`src/verilog/adcoi_cfg.svh`:
```
// Register offsets, field positions, reset values and counts of the converter output interface
`ifndef ADCOI_CFG_SVH
`define ADCOI_CFG_SVH
`define ADCOI_ADDR_RESULT 5'h00
`define ADCOI_ADDR_PHASE 5'h0a
`define ADCOI_ADDR_STATUS 5'h0b
`define ADCOI_ADDR_CFG0 5'h0c
`define ADCOI_ADDR_CFG1 5'h0d
`define ADCOI_ADDR_LOCK 5'h1f
`define ADCOI_LOCK_KEY 8'ha5
`define ADCOI_LOCK_LSB 16
`define ADCOI_DEV_ADDR 2'h1
`define ADCOI_ST_SAMPLE_READY_FLAG 0
`define ADCOI_ST_READY_PIN_TRISTATE_SEL 1
`define ADCOI_ST_CRC_EN 2
`define ADCOI_ST_WIDTH_DATA1 3
`define ADCOI_CFG0_OSR_LSB 0
`define ADCOI_CFG0_PRE_LSB 3
`define ADCOI_CFG1_SOFT_RESET 0
`define ADCOI_CFG1_SHUTDOWN 1
`define ADCOI_CFG1_EXTERNAL_REFERENCE_SELECT 2
`define ADCOI_CFG1_EXTERNAL_CLOCK_SELECT 3
`define ADCOI_OSR_RST 3'h3
`define ADCOI_PRE_RST 2'h0
`define ADCOI_PHASE_RST 12'h000
`define ADCOI_EXTERNAL_CLOCK_SELECT_RST 1'b1
`define ADCOI_READY_PIN_TRISTATE_SEL_RST 1'b0
`define ADCOI_OSR_BASE 20'h00020
`define ADCOI_CRC_POLY 16'h8005
`define ADCOI_CMD_LAST 6'h07
`define ADCOI_WORD_LAST 6'h17
`define ADCOI_CRC16_LAST 6'h0f
`define ADCOI_CRC32_LAST 6'h1f
`endif

```
`src/verilog/adcoi_pkg.sv`:
```
// Types shared by the converter output interface
package adcoi_pkg;
    typedef enum logic [2:0] {
        ST_IDLE = 3'b000,
        ST_CMD = 3'b001,
        ST_WR = 3'b010,
        ST_RD = 3'b011,
        ST_CRC = 3'b100,
        ST_SKIP = 3'b101
    } adcoi_spi_state_t;
endpackage

```
`src/verilog/adcoi_top.sv`:
```
// Converter output interface: restart, sample-ready pin, result latching, read checksum, write lock
// Functional notes
// - Phase write or osr/prescaler/clock/reference change restarts an active converter.
// - Restart clears result registers, then conversion resumes unaided.
// - Rewriting phase with same value soft-resets converter, independent of reset bit.
// - Sample-ready pulses low for half a modulator clock period per conversion.
// - First pulse after settling plus phase delay, then every output-rate period.
// - Idle sample-ready is high-impedance or driven high per tristate select.
// - Sample-ready pulses ignore chip select and serial activity.
// - Checksum mismatch holds sample-ready low.
// - First result latch captures data at sample-ready time.
// - Second latch captures at read start; data stable during read.
// - Ready flag reads 0 when new data is available; poll may read at once.
// - With checksum enabled, CRC follows each continuous read sequence.
// - Checksum is CRC-16, polynomial x^16+x^15+x^2+1.
// - Width bit picks 16 or 32 bit checksum word; value always 16 bits.
// - Checksum sent only after last address of the set, before wrap.
// - Lock key at 0x1F; while 0xA5 writes to every address except 0x00 accepted.
// - Lock key not 0xA5: only address 0x1F is writable.
`timescale 1ns/1ns
`include "adcoi_cfg.svh"
module adcoi_top import adcoi_pkg::*; #(
    parameter int MOD_DIV = 16,
    parameter int SETTLE_PERIODS = 3
) (
    // Clock and reset
    input wire logic sys_clk,
    input wire logic rst,
    // Serial bus pins
    input wire logic spi_cs_n,
    input wire logic spi_sck,
    input wire logic spi_sdi,
    output logic spi_sdo_out,
    output logic spi_sdo_oe,
    // Sample-ready pin
    output logic sample_ready_n_out,
    output logic sample_ready_n_oe,
    // Converter side
    input wire logic [23:0] filter_data,
    input wire logic config_crc_mismatch,
    input wire logic [15:0] config_checksum_value,
    output logic converter_restart
);
    adcoi_spi_state_t state_ff;
    logic [1:0] cs_sy_ff;
    logic [2:0] sck_sy_ff;
    logic [1:0] sdi_sy_ff;
    logic [5:0] cnt_ff;
    logic [22:0] rx_ff;
    logic [4:0] addr_ff;
    logic [31:0] tx_ff;
    logic sdo_ff;
    logic [23:0] stage1_ff;
    logic [23:0] stage2_ff;
    logic sample_ready_flag_ff;
    logic [11:0] phase_ff;
    logic [2:0] osr_ff;
    logic [1:0] pre_ff;
    logic soft_rst_ff;
    logic shutdown_ff;
    logic external_reference_select_ff;
    logic external_clock_select_ff;
    logic ready_pin_tristate_sel_ff;
    logic crc_en_ff;
    logic width_data1_ff;
    logic [7:0] lock_key_ff;
    logic [15:0] mod_cnt_ff;
    logic [19:0] conv_cnt_ff;
    logic [15:0] low_cnt_ff;
    logic rdy_out_ff;
    logic rdy_oe_ff;
    logic restart_ff;
    logic cs_act;
    logic sck_rise;
    logic sck_fall;
    logic sdi_s;
    logic wr_commit;
    logic wr_ok;
    logic [23:0] wr_data;
    logic restart_req;
    logic rd_start;
    logic [23:0] word_now;
    logic [15:0] crc_val;
    logic active;
    logic [15:0] mod_period;
    logic [15:0] half_len;
    logic [19:0] osr_len;
    logic [19:0] first_len;
    logic mod_tick;
    logic pulse_start;
    logic ready_low;

    function automatic logic is_writable(input logic [4:0] a, input logic [7:0] key);
        is_writable = (a == `ADCOI_ADDR_LOCK) ||
            ((key == `ADCOI_LOCK_KEY) && (a != `ADCOI_ADDR_RESULT));
    endfunction

    // Pins from the bus master pass two flops before use
    always_ff @(posedge sys_clk) begin
        if (rst) begin
            cs_sy_ff <= 2'h3;
            sck_sy_ff <= 3'h0;
            sdi_sy_ff <= 2'h0;
        end else begin
            cs_sy_ff <= {cs_sy_ff[0], spi_cs_n};
            sck_sy_ff <= {sck_sy_ff[1:0], spi_sck};
            sdi_sy_ff <= {sdi_sy_ff[0], spi_sdi};
        end
    end

    assign cs_act = ~cs_sy_ff[1];
    assign sck_rise = sck_sy_ff[1] & ~sck_sy_ff[2];
    assign sck_fall = ~sck_sy_ff[1] & sck_sy_ff[2];
    assign sdi_s = sdi_sy_ff[1];

    // Serial framing: control byte, then write words or read words
    always_ff @(posedge sys_clk) begin
        if (rst || !cs_act) begin
            state_ff <= ST_IDLE;
            cnt_ff <= 6'h00;
            rx_ff <= 23'h000000;
            addr_ff <= 5'h00;
        end else begin
            unique case (state_ff)
                ST_IDLE: begin
                    state_ff <= ST_CMD;
                    cnt_ff <= 6'h00;
                end
                ST_CMD: begin
                    if (sck_rise) begin
                        rx_ff <= {rx_ff[21:0], sdi_s};
                        cnt_ff <= cnt_ff + 6'h01;
                        if (cnt_ff == `ADCOI_CMD_LAST) begin
                            cnt_ff <= 6'h00;
                            if (rx_ff[6:5] != `ADCOI_DEV_ADDR) begin
                                state_ff <= ST_SKIP;
                            end else if (sdi_s) begin
                                state_ff <= ST_RD;
                            end else begin
                                state_ff <= ST_WR;
                            end
                            addr_ff <= rx_ff[4:0];
                        end
                    end
                end
                ST_WR: begin
                    if (sck_rise) begin
                        rx_ff <= {rx_ff[21:0], sdi_s};
                        cnt_ff <= (cnt_ff == `ADCOI_WORD_LAST) ? 6'h00 : cnt_ff + 6'h01;
                    end
                end
                ST_RD: begin
                    if (sck_fall) begin
                        cnt_ff <= cnt_ff + 6'h01;
                        if (cnt_ff == `ADCOI_WORD_LAST) begin
                            cnt_ff <= 6'h00;
                            state_ff <= crc_en_ff ? ST_CRC : ST_RD;
                        end
                    end
                end
                ST_CRC: begin
                    if (sck_fall) begin
                        cnt_ff <= cnt_ff + 6'h01;
                        if (cnt_ff == (width_data1_ff ? `ADCOI_CRC32_LAST : `ADCOI_CRC16_LAST)) begin
                            cnt_ff <= 6'h00;
                            state_ff <= ST_RD;
                        end
                    end
                end
                ST_SKIP: begin
                    state_ff <= ST_SKIP;
                end
                default: begin
                    state_ff <= ST_IDLE;
                end
            endcase
        end
    end

    // Static address set: one register is the whole read sequence
    assign rd_start = (state_ff == ST_RD) && sck_fall && (cnt_ff == 6'h00);
    assign wr_commit = (state_ff == ST_WR) && sck_rise && (cnt_ff == `ADCOI_WORD_LAST);
    assign wr_data = {rx_ff, sdi_s};
    assign wr_ok = wr_commit && is_writable(addr_ff, lock_key_ff);

    always_comb begin
        unique case (addr_ff)
            `ADCOI_ADDR_RESULT: word_now = stage1_ff;
            `ADCOI_ADDR_PHASE: word_now = {12'h000, phase_ff};
            `ADCOI_ADDR_STATUS: word_now = {20'h00000, width_data1_ff, crc_en_ff, ready_pin_tristate_sel_ff, sample_ready_flag_ff};
            `ADCOI_ADDR_CFG0: word_now = {19'h00000, pre_ff, osr_ff};
            `ADCOI_ADDR_CFG1: word_now = {20'h00000, external_clock_select_ff, external_reference_select_ff, shutdown_ff, soft_rst_ff};
            `ADCOI_ADDR_LOCK: word_now = {lock_key_ff, config_checksum_value};
            default: word_now = 24'h000000;
        endcase
    end

    // CRC-16 over sent bits, cleared per sequence
    adcoi_crc16 u_crc (
        .sys_clk(sys_clk),
        .rst(rst),
        .clr(rd_start),
        .en((state_ff == ST_RD) && sck_fall),
        .din(rd_start ? word_now[23] : tx_ff[31]),
        .crc(crc_val)
    );

    // Data leaves on falling edges; 32-bit checksum is the 16-bit value then zeros
    always_ff @(posedge sys_clk) begin
        if (rst) begin
            tx_ff <= 32'h00000000;
            sdo_ff <= 1'b0;
        end else if (sck_fall && (state_ff == ST_RD) && (cnt_ff == 6'h00)) begin
            sdo_ff <= word_now[23];
            tx_ff <= {word_now[22:0], 9'h000};
        end else if (sck_fall && (state_ff == ST_CRC) && (cnt_ff == 6'h00)) begin
            sdo_ff <= crc_val[15];
            tx_ff <= {crc_val[14:0], 17'h00000};
        end else if (sck_fall && ((state_ff == ST_RD) || (state_ff == ST_CRC))) begin
            sdo_ff <= tx_ff[31];
            tx_ff <= {tx_ff[30:0], 1'b0};
        end
    end

    assign spi_sdo_out = sdo_ff;
    assign spi_sdo_oe = cs_act && ((state_ff == ST_RD) || (state_ff == ST_CRC));

    // Register map writes
    always_ff @(posedge sys_clk) begin
        if (rst) begin
            phase_ff <= `ADCOI_PHASE_RST;
            osr_ff <= `ADCOI_OSR_RST;
            pre_ff <= `ADCOI_PRE_RST;
            {soft_rst_ff, shutdown_ff, external_reference_select_ff} <= 3'h0;
            external_clock_select_ff <= `ADCOI_EXTERNAL_CLOCK_SELECT_RST;
            {crc_en_ff, width_data1_ff} <= 2'h0;
            ready_pin_tristate_sel_ff <= `ADCOI_READY_PIN_TRISTATE_SEL_RST;
            lock_key_ff <= `ADCOI_LOCK_KEY;
        end else if (wr_ok) begin
            unique case (addr_ff)
                `ADCOI_ADDR_PHASE: phase_ff <= wr_data[11:0];
                `ADCOI_ADDR_STATUS: begin
                    ready_pin_tristate_sel_ff <= wr_data[`ADCOI_ST_READY_PIN_TRISTATE_SEL];
                    crc_en_ff <= wr_data[`ADCOI_ST_CRC_EN];
                    width_data1_ff <= wr_data[`ADCOI_ST_WIDTH_DATA1];
                end
                `ADCOI_ADDR_CFG0: begin
                    osr_ff <= wr_data[`ADCOI_CFG0_OSR_LSB +: 3];
                    pre_ff <= wr_data[`ADCOI_CFG0_PRE_LSB +: 2];
                end
                `ADCOI_ADDR_CFG1: begin
                    soft_rst_ff <= wr_data[`ADCOI_CFG1_SOFT_RESET];
                    shutdown_ff <= wr_data[`ADCOI_CFG1_SHUTDOWN];
                    external_reference_select_ff <= wr_data[`ADCOI_CFG1_EXTERNAL_REFERENCE_SELECT];
                    external_clock_select_ff <= wr_data[`ADCOI_CFG1_EXTERNAL_CLOCK_SELECT];
                end
                `ADCOI_ADDR_LOCK: lock_key_ff <= wr_data[`ADCOI_LOCK_LSB +: 8];
                default: lock_key_ff <= lock_key_ff;
            endcase
        end
    end

    // restart triggers, phase rewrite counts even if unchanged
    assign restart_req = wr_ok && ((addr_ff == `ADCOI_ADDR_PHASE) ||
        ((addr_ff == `ADCOI_ADDR_CFG0) &&
            ({wr_data[`ADCOI_CFG0_PRE_LSB +: 2], wr_data[`ADCOI_CFG0_OSR_LSB +: 3]} != {pre_ff, osr_ff})) ||
        ((addr_ff == `ADCOI_ADDR_CFG1) &&
            ({wr_data[`ADCOI_CFG1_EXTERNAL_CLOCK_SELECT], wr_data[`ADCOI_CFG1_EXTERNAL_REFERENCE_SELECT]} != {external_clock_select_ff, external_reference_select_ff})));

    assign active = ~soft_rst_ff & ~shutdown_ff;
    assign mod_period = 16'(MOD_DIV) << pre_ff;
    assign half_len = (mod_period > 16'h0001) ? (mod_period >> 1) : 16'h0001;
    assign osr_len = `ADCOI_OSR_BASE << osr_ff;
    assign first_len = 20'(SETTLE_PERIODS) * osr_len + {8'h00, phase_ff};
    assign mod_tick = (mod_cnt_ff == mod_period - 16'h0001);
    assign pulse_start = active && mod_tick && (conv_cnt_ff == 20'h00000) && !restart_req && !restart_ff;
    assign ready_low = (low_cnt_ff != 16'h0000);

    // settling plus phase first, then one output-rate period apart
    always_ff @(posedge sys_clk) begin
        // Reload once more a cycle later: the write that restarts may also change phase or ratio
        if (rst || restart_req || restart_ff || !active) begin
            mod_cnt_ff <= 16'h0000;
            conv_cnt_ff <= first_len;
        end else begin
            mod_cnt_ff <= mod_tick ? 16'h0000 : mod_cnt_ff + 16'h0001;
            if (mod_tick) begin
                conv_cnt_ff <= (conv_cnt_ff == 20'h00000) ? osr_len - 20'h00001 : conv_cnt_ff - 20'h00001;
            end
        end
    end

    always_ff @(posedge sys_clk) begin
        if (rst || restart_req) begin
            low_cnt_ff <= 16'h0000;
        end else if (pulse_start) begin
            low_cnt_ff <= half_len;
        end else if (ready_low) begin
            low_cnt_ff <= low_cnt_ff - 16'h0001;
        end
    end

    // pin drive, chip select plays no part
    always_ff @(posedge sys_clk) begin
        if (rst) begin
            rdy_out_ff <= 1'b1;
            rdy_oe_ff <= 1'b0;
            restart_ff <= 1'b0;
        end else begin
            rdy_out_ff <= ~(ready_low | config_crc_mismatch);
            rdy_oe_ff <= ready_low | config_crc_mismatch | ready_pin_tristate_sel_ff;
            restart_ff <= restart_req;
        end
    end

    assign sample_ready_n_out = rdy_out_ff;
    assign sample_ready_n_oe = rdy_oe_ff;
    assign converter_restart = restart_ff;

    always_ff @(posedge sys_clk) begin
        if (rst || restart_req) begin
            stage1_ff <= 24'h000000;
            stage2_ff <= 24'h000000;
        end else begin
            if (pulse_start) begin
                stage1_ff <= filter_data;
            end
            if (rd_start && (addr_ff == `ADCOI_ADDR_RESULT)) begin
                stage2_ff <= stage1_ff;
            end
        end
    end

    // new data shows as 0; a same-cycle read start loses
    always_ff @(posedge sys_clk) begin
        if (rst) begin
            sample_ready_flag_ff <= 1'b1;
        end else if (pulse_start) begin
            sample_ready_flag_ff <= 1'b0;
        end else if (rd_start && (addr_ff == `ADCOI_ADDR_RESULT)) begin
            sample_ready_flag_ff <= 1'b1;
        end
    end

    logic [15:0] low_len_ff;
    always_ff @(posedge sys_clk) begin
        if (rst) begin
            low_len_ff <= 16'h0000;
        end else begin
            low_len_ff <= ready_low ? low_len_ff + 16'h0001 : 16'h0000;
        end
    end
endmodule

```
`src/verilog/adcoi_crc16.sv`:
```
// Serial CRC-16 generator, most significant bit first
`timescale 1ns/1ns
`include "adcoi_cfg.svh"
module adcoi_crc16 import adcoi_pkg::*; (
    // Clock and reset
    input wire logic sys_clk,
    input wire logic rst,
    // Bit stream
    input wire logic clr,
    input wire logic en,
    input wire logic din,
    // Result
    output logic [15:0] crc
);
    logic [15:0] crc_ff;
    logic [15:0] base;
    logic fb;

    // Clear folds into the first bit so a new sequence costs no extra cycle
    always_comb begin
        base = clr ? 16'h0000 : crc_ff;
        fb = din ^ base[15];
    end

    always_ff @(posedge sys_clk) begin
        if (rst) begin
            crc_ff <= 16'h0000;
        end else if (en) begin
            crc_ff <= {base[14:0], 1'b0} ^ (fb ? `ADCOI_CRC_POLY : 16'h0000);
        end
    end

    assign crc = crc_ff;
endmodule

```
`config.mk`:
```
export PLATFORM = sky130hd
export DESIGN_NAME = adcoi_top
export DESIGN_NICKNAME = d
export VERILOG_FILES = /design/src/verilog/adcoi_pkg.sv /design/src/verilog/adcoi_top.sv /design/src/verilog/adcoi_crc16.sv
export VERILOG_INCLUDE_DIRS = /design/src /design/src/verilog
export SDC_FILE = /design/constraint.sdc
export NUM_CORES = 1
export LEC_CHECK = 0
export BUFFER_PORTS_ARGS = -buffer_cell sky130_fd_sc_hd__clkbuf_2
export CAP_MARGIN = 20
export CORE_ASPECT_RATIO = 0.6
export CORE_MARGIN = 1
export CORE_UTILIZATION = 37
export CTS_CLUSTER_SIZE = 14
export DETAILED_ROUTE_END_ITERATION = 16
export GPL_ROUTABILITY_DRIVEN = 0
export HOLD_SLACK_MARGIN = 0.02
export SLEW_MARGIN = 10
export SYNTH_ARGS = -nofsm -noshare
export SYNTH_HDL_FRONTEND = slang
export SYNTH_HIERARCHICAL = 1
export SYNTH_SLANG_ARGS = --single-unit
export TNS_END_PERCENT = 100
```
`constraint.sdc`:
```
create_clock -name sys_clk -period 3 [get_ports sys_clk]
set_clock_uncertainty 0.05 [all_clocks]
set_input_delay 0.3 -clock sys_clk [delete_from_list [all_inputs] [get_ports sys_clk]]
set_output_delay 0.3 -clock sys_clk [all_outputs]
set_load 0.01 [all_outputs]
```
==> run metrics, run 1 <==
1st-pass router iterations=7; TritonCTS clock tree=yes; antenna violations before repair=0; failing checks=negative setup slack; start of the worst register-to-register path=osr_ff[2]; reg-to-reg slack, setup=-0.001 ns; CP dominant cell by count=a21oi_2; via count=8127; max incr delay on CP=0.48 ns; Starting Density=38.2%; Setup violations, final=1; Place WS=-0.0333 ns; ratio of cells with drive above 1 in the final layout=15.8%; Yosys reg bits=196; Hold Fails Final Rpt=0; TritonCTS Buffers=17; nets=1253; Leak=4.28 nW; vias in the first global route=7323; Critical Path RT=3.15 ns; post-detailed-route count of antenna-violating nets=0; Final period util=100%; Synthesized Nets=1191; CP Launch Type=flop; first-pass GRT wire length=41.4 mm; synth unique cells=73; design area=11400 sq um; crit path from=osr_ff[2]; Post-synth ARST share=0%; pin count of the biggest net entering global routing=52; Port Buf Inserts=50; HPWL after DPL=18.7 mm; core footprint=25600 sq um; Avg Cell Area, Syn=8.70 sq um; RSZ-0062 raised after global routing=yes; warnings from Yosys=6; crit-path cells=or3_4 > fa_1 > inv_1 > ha_2 > fa_2 > a21o_1 > a21oi_2 > o21bai_1 > a21oi_2 > nor2b_1 > o21ai_1 > a22oi_1; global route overflow=0; Fin Setup TNS=-0.00125 ns; Slew HR=41.0%; Worst Hold Class=primary input to flop; max capacitance violation total=0; CP arrival=3.15 ns; Die X-Extent=212 um; Total Routing Usage GR=19.9%; CP Capture Type=flop; sequential fraction of the synthesis area=42.3%; routed vias/inst=5.25; DRT iter0 DRCs=814; synthesized netlist cell count=1121; fmax=0.333 GHz; Final min period=3.00 ns; Mapped Area=9750 sq um; dpl cell area=10700 sq um; Wirelength per Cell=16.7 um; # IOs=51; CTS H-tree lvls=4; Slew @ Worst Pin=0.882 ns; Synth Flop Type=dfxtp_1; Slew Viols, Final=0; Routed WL=25.8 mm; Hold Startpoint=filter_data[2]; slowest CP cell=fa_1; Total Die Area=27000 sq um; hold_ws=0.0338 ns; Site Rows=45; Root Buffer=clkbuf_16; Critical Path Fanout Max=5; VDD IR-drop max=0.388 mV; utilization after layout=44.4%; CTS clk-pin slew, worst paths=0.07 ns; Die H=128 um; status=finished with violations; P&R area growth vs syn=16.4%; TritonCTS Sinks=196; Worst Slack Setup Final=-0.00125 ns; residual DRC count=0; number of flops mapped to enable cells by yosys=20; latest clock arrival within the worst-skew pair=0.46 ns; Setup Crit Path Kind=flop to flop; Diodes inserted=0; PwrDens=533 nW/um^2; CTS max path bufs=2
==> state kept, by name, summed over array words and instances, names as in the netlist, 6 cells and up <==
| register | cells |
|---|---|
| mod_cnt_ff | 16 |
| u_crc/crc | 16 |
| conv_cnt_ff | 20 |
| stage1_ff | 24 |
| tx_ff | 23 |
| lock_key_ff | 8 |
| cnt_ff | 6 |
| low_cnt_ff | 16 |
| phase_ff | 12 |
| rx_ff | 23 |
==> timing repair <==
| action | 4_1_cts | 5_1_grt |
|---|---|---|
| pin swaps | 0 | 4 |
| resized for setup | 3 | 3 |
| setup buffers | 0 | 1 |
| hold buffers | 5 | 0 |
| setup endpoints to repair | 2 | 3 |
| hold endpoints to repair | 5 | 0 |
==> where the power goes <==
| group | internal (W) | switching (W) |
|---|---|---|
| Clock | 0.00134 | 0.00109 |
| Sequential | 0.00277 | 0.0000924 |
| Combinational | 0.000335 | 0.000433 |
| Total | 0.00444 | 0.00161 |
==> cells in the mapped netlist, drive strengths merged, types with 13 or more instances <==
cell	n	area [sq um]
xnor2	40	350
mux2	18	203
nor2	148	558
nand3	13	77.6
nand2	110	413
dfxtp	176	3520
a22oi	16	120
ha	18	225
buf	15	91.3
nand3b	17	128
edfxtp	20	601
mux2i	43	430
xor2	25	219
a21oi	93	469
nor3	50	250
nand2b	24	150
nor2b	21	134
inv	37	139
o21ai	22	110
clkbuf	56	210
==> placed cells by master, fill, tap and decap left out, types with 25 or more instances in the layout <==
cell / instances
dfxtp_1: 174
nor2_1: 147
nand2_1: 110
a21oi_1: 88
buf_4: 55
nor3_1: 49
clkbuf_2: 49
mux2i_1: 43
xnor2_1: 40
inv_1: 37
xor2_1: 25
==> layer usage <==
metal	track usage (%)	share of wire, %	up-vias
met3	5.34	7.8	23
met5	0	0	-
li1	-	-	4049
met4	5.37	1.0	0
met2	25.6	38	226
met1	31.3	54	3829
==> metrics by stage <==
| step | cells | total power [W] |
|---|---|---|
| 3_5_place_dp | 1510 | 0.00368 |
| 6_report | 1548 | 0.00605 |
| 5_1_grt | 1548 | 0.00634 |
| 2_1_floorplan | 1121 | 0.00347 |
| 3_3_place_gp | 1510 | 0.00366 |
| 4_1_cts | 1547 | 0.00611 |
==> final cells by class <==
class                   count  area, sq um
inverters                  37          139
flip-flops and latches    196         4130
repair buffers            114          793
clock buffers              20          478
fillers                  2525        14200
multi-input cells         817         5240
clock inverters            12          139
well taps                 352          440
==> final timing paths <==
path,endpoint,cells after the start
worst min-delay path,stage1_ff[2],3
worst max-delay path,conv_cnt_ff[14],12
worst min register to register,cs_sy_ff[1],1
worst max register to register,conv_cnt_ff[14],12
==> cell families after synthesis <==
| kind of cell | synth area share, % |
|---|---|
| adder cells (fa/ha/maj) | 3.54 |
| multiplexers | 6.49 |
| buffers and inverters | 4.52 |
| flip-flops | 42.3 |
| AND/OR/NAND/NOR | 22.5 |
| XOR/XNOR | 5.84 |
| AO/OA/AOI/OAI | 14.9 |
==> critical path: cells and delay by family, from the launching register on <==
| family | cells | cell delay (ns) |
|---|---|---|
| DFF | 1 | 0.35 |
| AOI/OAI and AO/OA | 6 | 0.85 |
| buffers and inverters | 1 | 0.04 |
| and+or+nand+nor | 2 | 0.45 |
| adders and majority gates | 3 | 1.01 |
Power figures use the tool's default switching activity.
==> run 2: changes to the inputs <==
Settings changed: CORE_UTILIZATION 37 to 56, PLACE_DENSITY from default to 0.77.
==> run 2 against run 1 <==
The flow now finishes without violations. Register-to-register slack better by 0.02 ns. Clock power is 3% lower. Sequential power hardly changed. Die area is 34% lower. Non-clock buffer count is 9 lower. Final cell count is 8.6% lower. Wire length is 3.4% lower. Via count is 2.5% higher. Global-route usage is 8.4 points higher. Critical endpoint unchanged.
==> run metrics, run 2 (synthesized netlist as in run 1, its figures left out) <==
ratio of cells with drive above 1 in the final layout=15.8% (+0.036 points); Reg with most FFs=stage1_ff; first-pass GRT wire length=39.6 mm (-4.2%); nets=1244 (-0.72%); RSZ-0062 raised after global routing=yes; TritonCTS Buffers=17 (unchanged); P_sw=0.00161 W (about the same); Critical Path RT=3.15 ns (about the same); Fin Setup TNS=0 ns (+0.00125 ns); reg-to-reg slack, setup=0.02 ns (+0.02 ns); clock power share=39.3% (-0.8 points); Starting Density=58.7% (+21 points); CP dominant cell by count=a21oi_2; via count=8327 (+2.5%); Crit path buffers/inverters=1 (unchanged); CTS H-tree lvls=4 (unchanged); Slew @ Worst Pin=0.833 ns (-0.0491 ns); Final min period=2.98 ns (-0.0174 ns); Die X-Extent=172 um (-19%); TritonCTS Sinks=196 (unchanged); Worst Hold Class=primary input to flop; Slew HR=44.3% (+3.3 points); Regs by FF count=stage1_ff x24, rx_ff x23, tx_ff x23; # IOs=51 (unchanged); TritonCTS clock tree=yes; Root Buffer=clkbuf_16; Die H=104 um (-18%); P&R area growth vs syn=14.1%; DRT iter0 DRCs=831 (+2.1%); CP Launch Type=flop; Routed WL=24.9 mm (-3.4%); 1st-pass router iterations=6 (-1); Hold Fails Final Rpt=0 (unchanged); vias in the first global route=7653 (+4.5%); Flop pwr share=48.0% (+0.8 points); Site Rows=36 (-20%); VDD IR-drop max=0.442 mV (+14%); status=completed; antenna violations before repair=0 (unchanged); utilization after layout=66.9% (+23 points); Slew Viols, Final=0 (unchanged); Final period util=99.5% (-0.58 points); Diodes inserted=0 (unchanged); CP Capture Type=flop; CP top delay family=adder cells; max incr delay on CP=0.50 ns (+0.02 ns); global route overflow=0 (unchanged); core footprint=16600 sq um (-35%); Sw Ratio=27.0% (+0.39 points); routed vias/inst=5.88 (+12%); internal power=0.00436 W (-1.9%); residual DRC count=0 (unchanged); Setup Crit Path Kind=flop to flop; CTS max path bufs=2 (unchanged); Wirelength per Cell=17.6 um (+5.6%); Leak=4.22 nW (-1.3%); post-detailed-route count of antenna-violating nets=0 (unchanged); Total Die Area=18000 sq um (-34%); Setup violations, final=0 (-1); pin count of the biggest net entering global routing=60 (+15%); commonest non-fill, non-tap cells in the layout=dfxtp_1, nor2_1, nand2_1, a21oi_1, clkbuf_2; fmax=0.335 GHz (+0.58%); most common cell after layout, fill and taps aside=dfxtp_1; Port Buf Inserts=50 (unchanged); crit-path cells=or3_4 > fa_1 > inv_2 > ha_4 > fa_2 > a21o_1 > a21oi_2 > o21bai_1 > a21oi_2 > nor2b_1 > o21ai_1 > a22oi_1; CTS clk-pin slew, worst paths=0.08 ns (about the same); max FFs per register=24 (unchanged); HPWL after DPL=17.5 mm (-6.5%); PwrDens=537 nW/um^2 (+0.65%); slowest CP cell=fa_1; Filler cells=1327 (-47%); Comb power frac=12.8% (about the same); latest clock arrival within the worst-skew pair=0.45 ns (about the same); Total Routing Usage GR=28.3% (+8.4 points); max capacitance violation total=0 (unchanged); Critical Path Fanout Max=5 (unchanged); CP arrival=3.13 ns (-0.02 ns)
run 2: path summary, 6_finish.rpt:
kind,from,end,depth (start not counted)
max reg2reg,osr_ff[2],conv_cnt_ff[14],12
max,osr_ff[2],conv_cnt_ff[14],12
min reg2reg,cs_sy_ff[0],cs_sy_ff[1],1
min,filter_data[13],stage1_ff[13],3
run 2: cell type report:
cell class / count / area [sq um] / share of cell area, %
Multi-Input combinational cell: 817 / 5260 / 47.3
Sequential cell: 196 / 4130 / 37.1
Timing Repair Buffer: 105 / 711 / 6.39
Clock buffer: 21 / 482 / 4.33
Tap cell: 228 / 285 / 2.56
Inverter: 37 / 139 / 1.25
Clock inverter: 11 / 113 / 1.01
run 2: metrics by stage:
| stage | hold WS [ns] | area (sq um) | setup WS (ns) | cells | power [W] |
|---|---|---|---|---|---|
| finish | 0.0392 | 11100 | 0.0161 | 1415 | 0.00597 |
| global route | 0.0543 | 11100 | -0.0809 | 1415 | 0.00618 |
| CTS | 0.0385 | 11100 | 0.00247 | 1414 | 0.00598 |
| detailed placement | 0.348 | 10400 | -0.0569 | 1378 | 0.00366 |
| global placement | 0.345 | 10400 | 0.0235 | 1378 | 0.00363 |
| floorplan | 0.339 | 9780 | 0.00539 | 1121 | 0.00347 |
run 2: tightest hold or removal path, delay by kind of cell:
family                 cells  cell delay, ns
multiplexers               1            0.05
buffers and inverters      1            0.08
AND/OR/NAND/NOR            1            0.07
run 2: metal layers:
| metal | global-route usage (%) | vias to the layer above | wire [um] |
|---|---|---|---|
| met5 | 0 | - | 0 |
| met4 | 9.42 | 0 | 328 |
| met3 | 6.01 | 30 | 2210 |
| met2 | 39.0 | 315 | 10300 |
| met1 | 43.1 | 3937 | 12000 |
| li1 | - | 4045 | - |
run 2: power by group through the flow:
| stage | Sequential (W) | Combinational, W | Clock, W |
|---|---|---|---|
| after floorplan | 0.00290 | 0.000573 | 0 |
| after global placement | 0.00292 | 0.000715 | 0 |
| after detailed placement | 0.00292 | 0.000740 | 0 |
| after CTS | 0.00286 | 0.000756 | 0.00236 |
| after global routing | 0.00288 | 0.000847 | 0.00245 |
| final | 0.00286 | 0.000762 | 0.00234 |
run 2: timing repair:
| action | CTS | global route |
|---|---|---|
| gates resized for setup | 2 | 15 |
| hold endpoints to repair | 4 | 0 |
| endpoints found under the setup margin | 2 | 15 |
| pin swaps | 0 | 3 |
| hold buffers | 4 | 0 |
| buffers inserted | 0 | 1 |
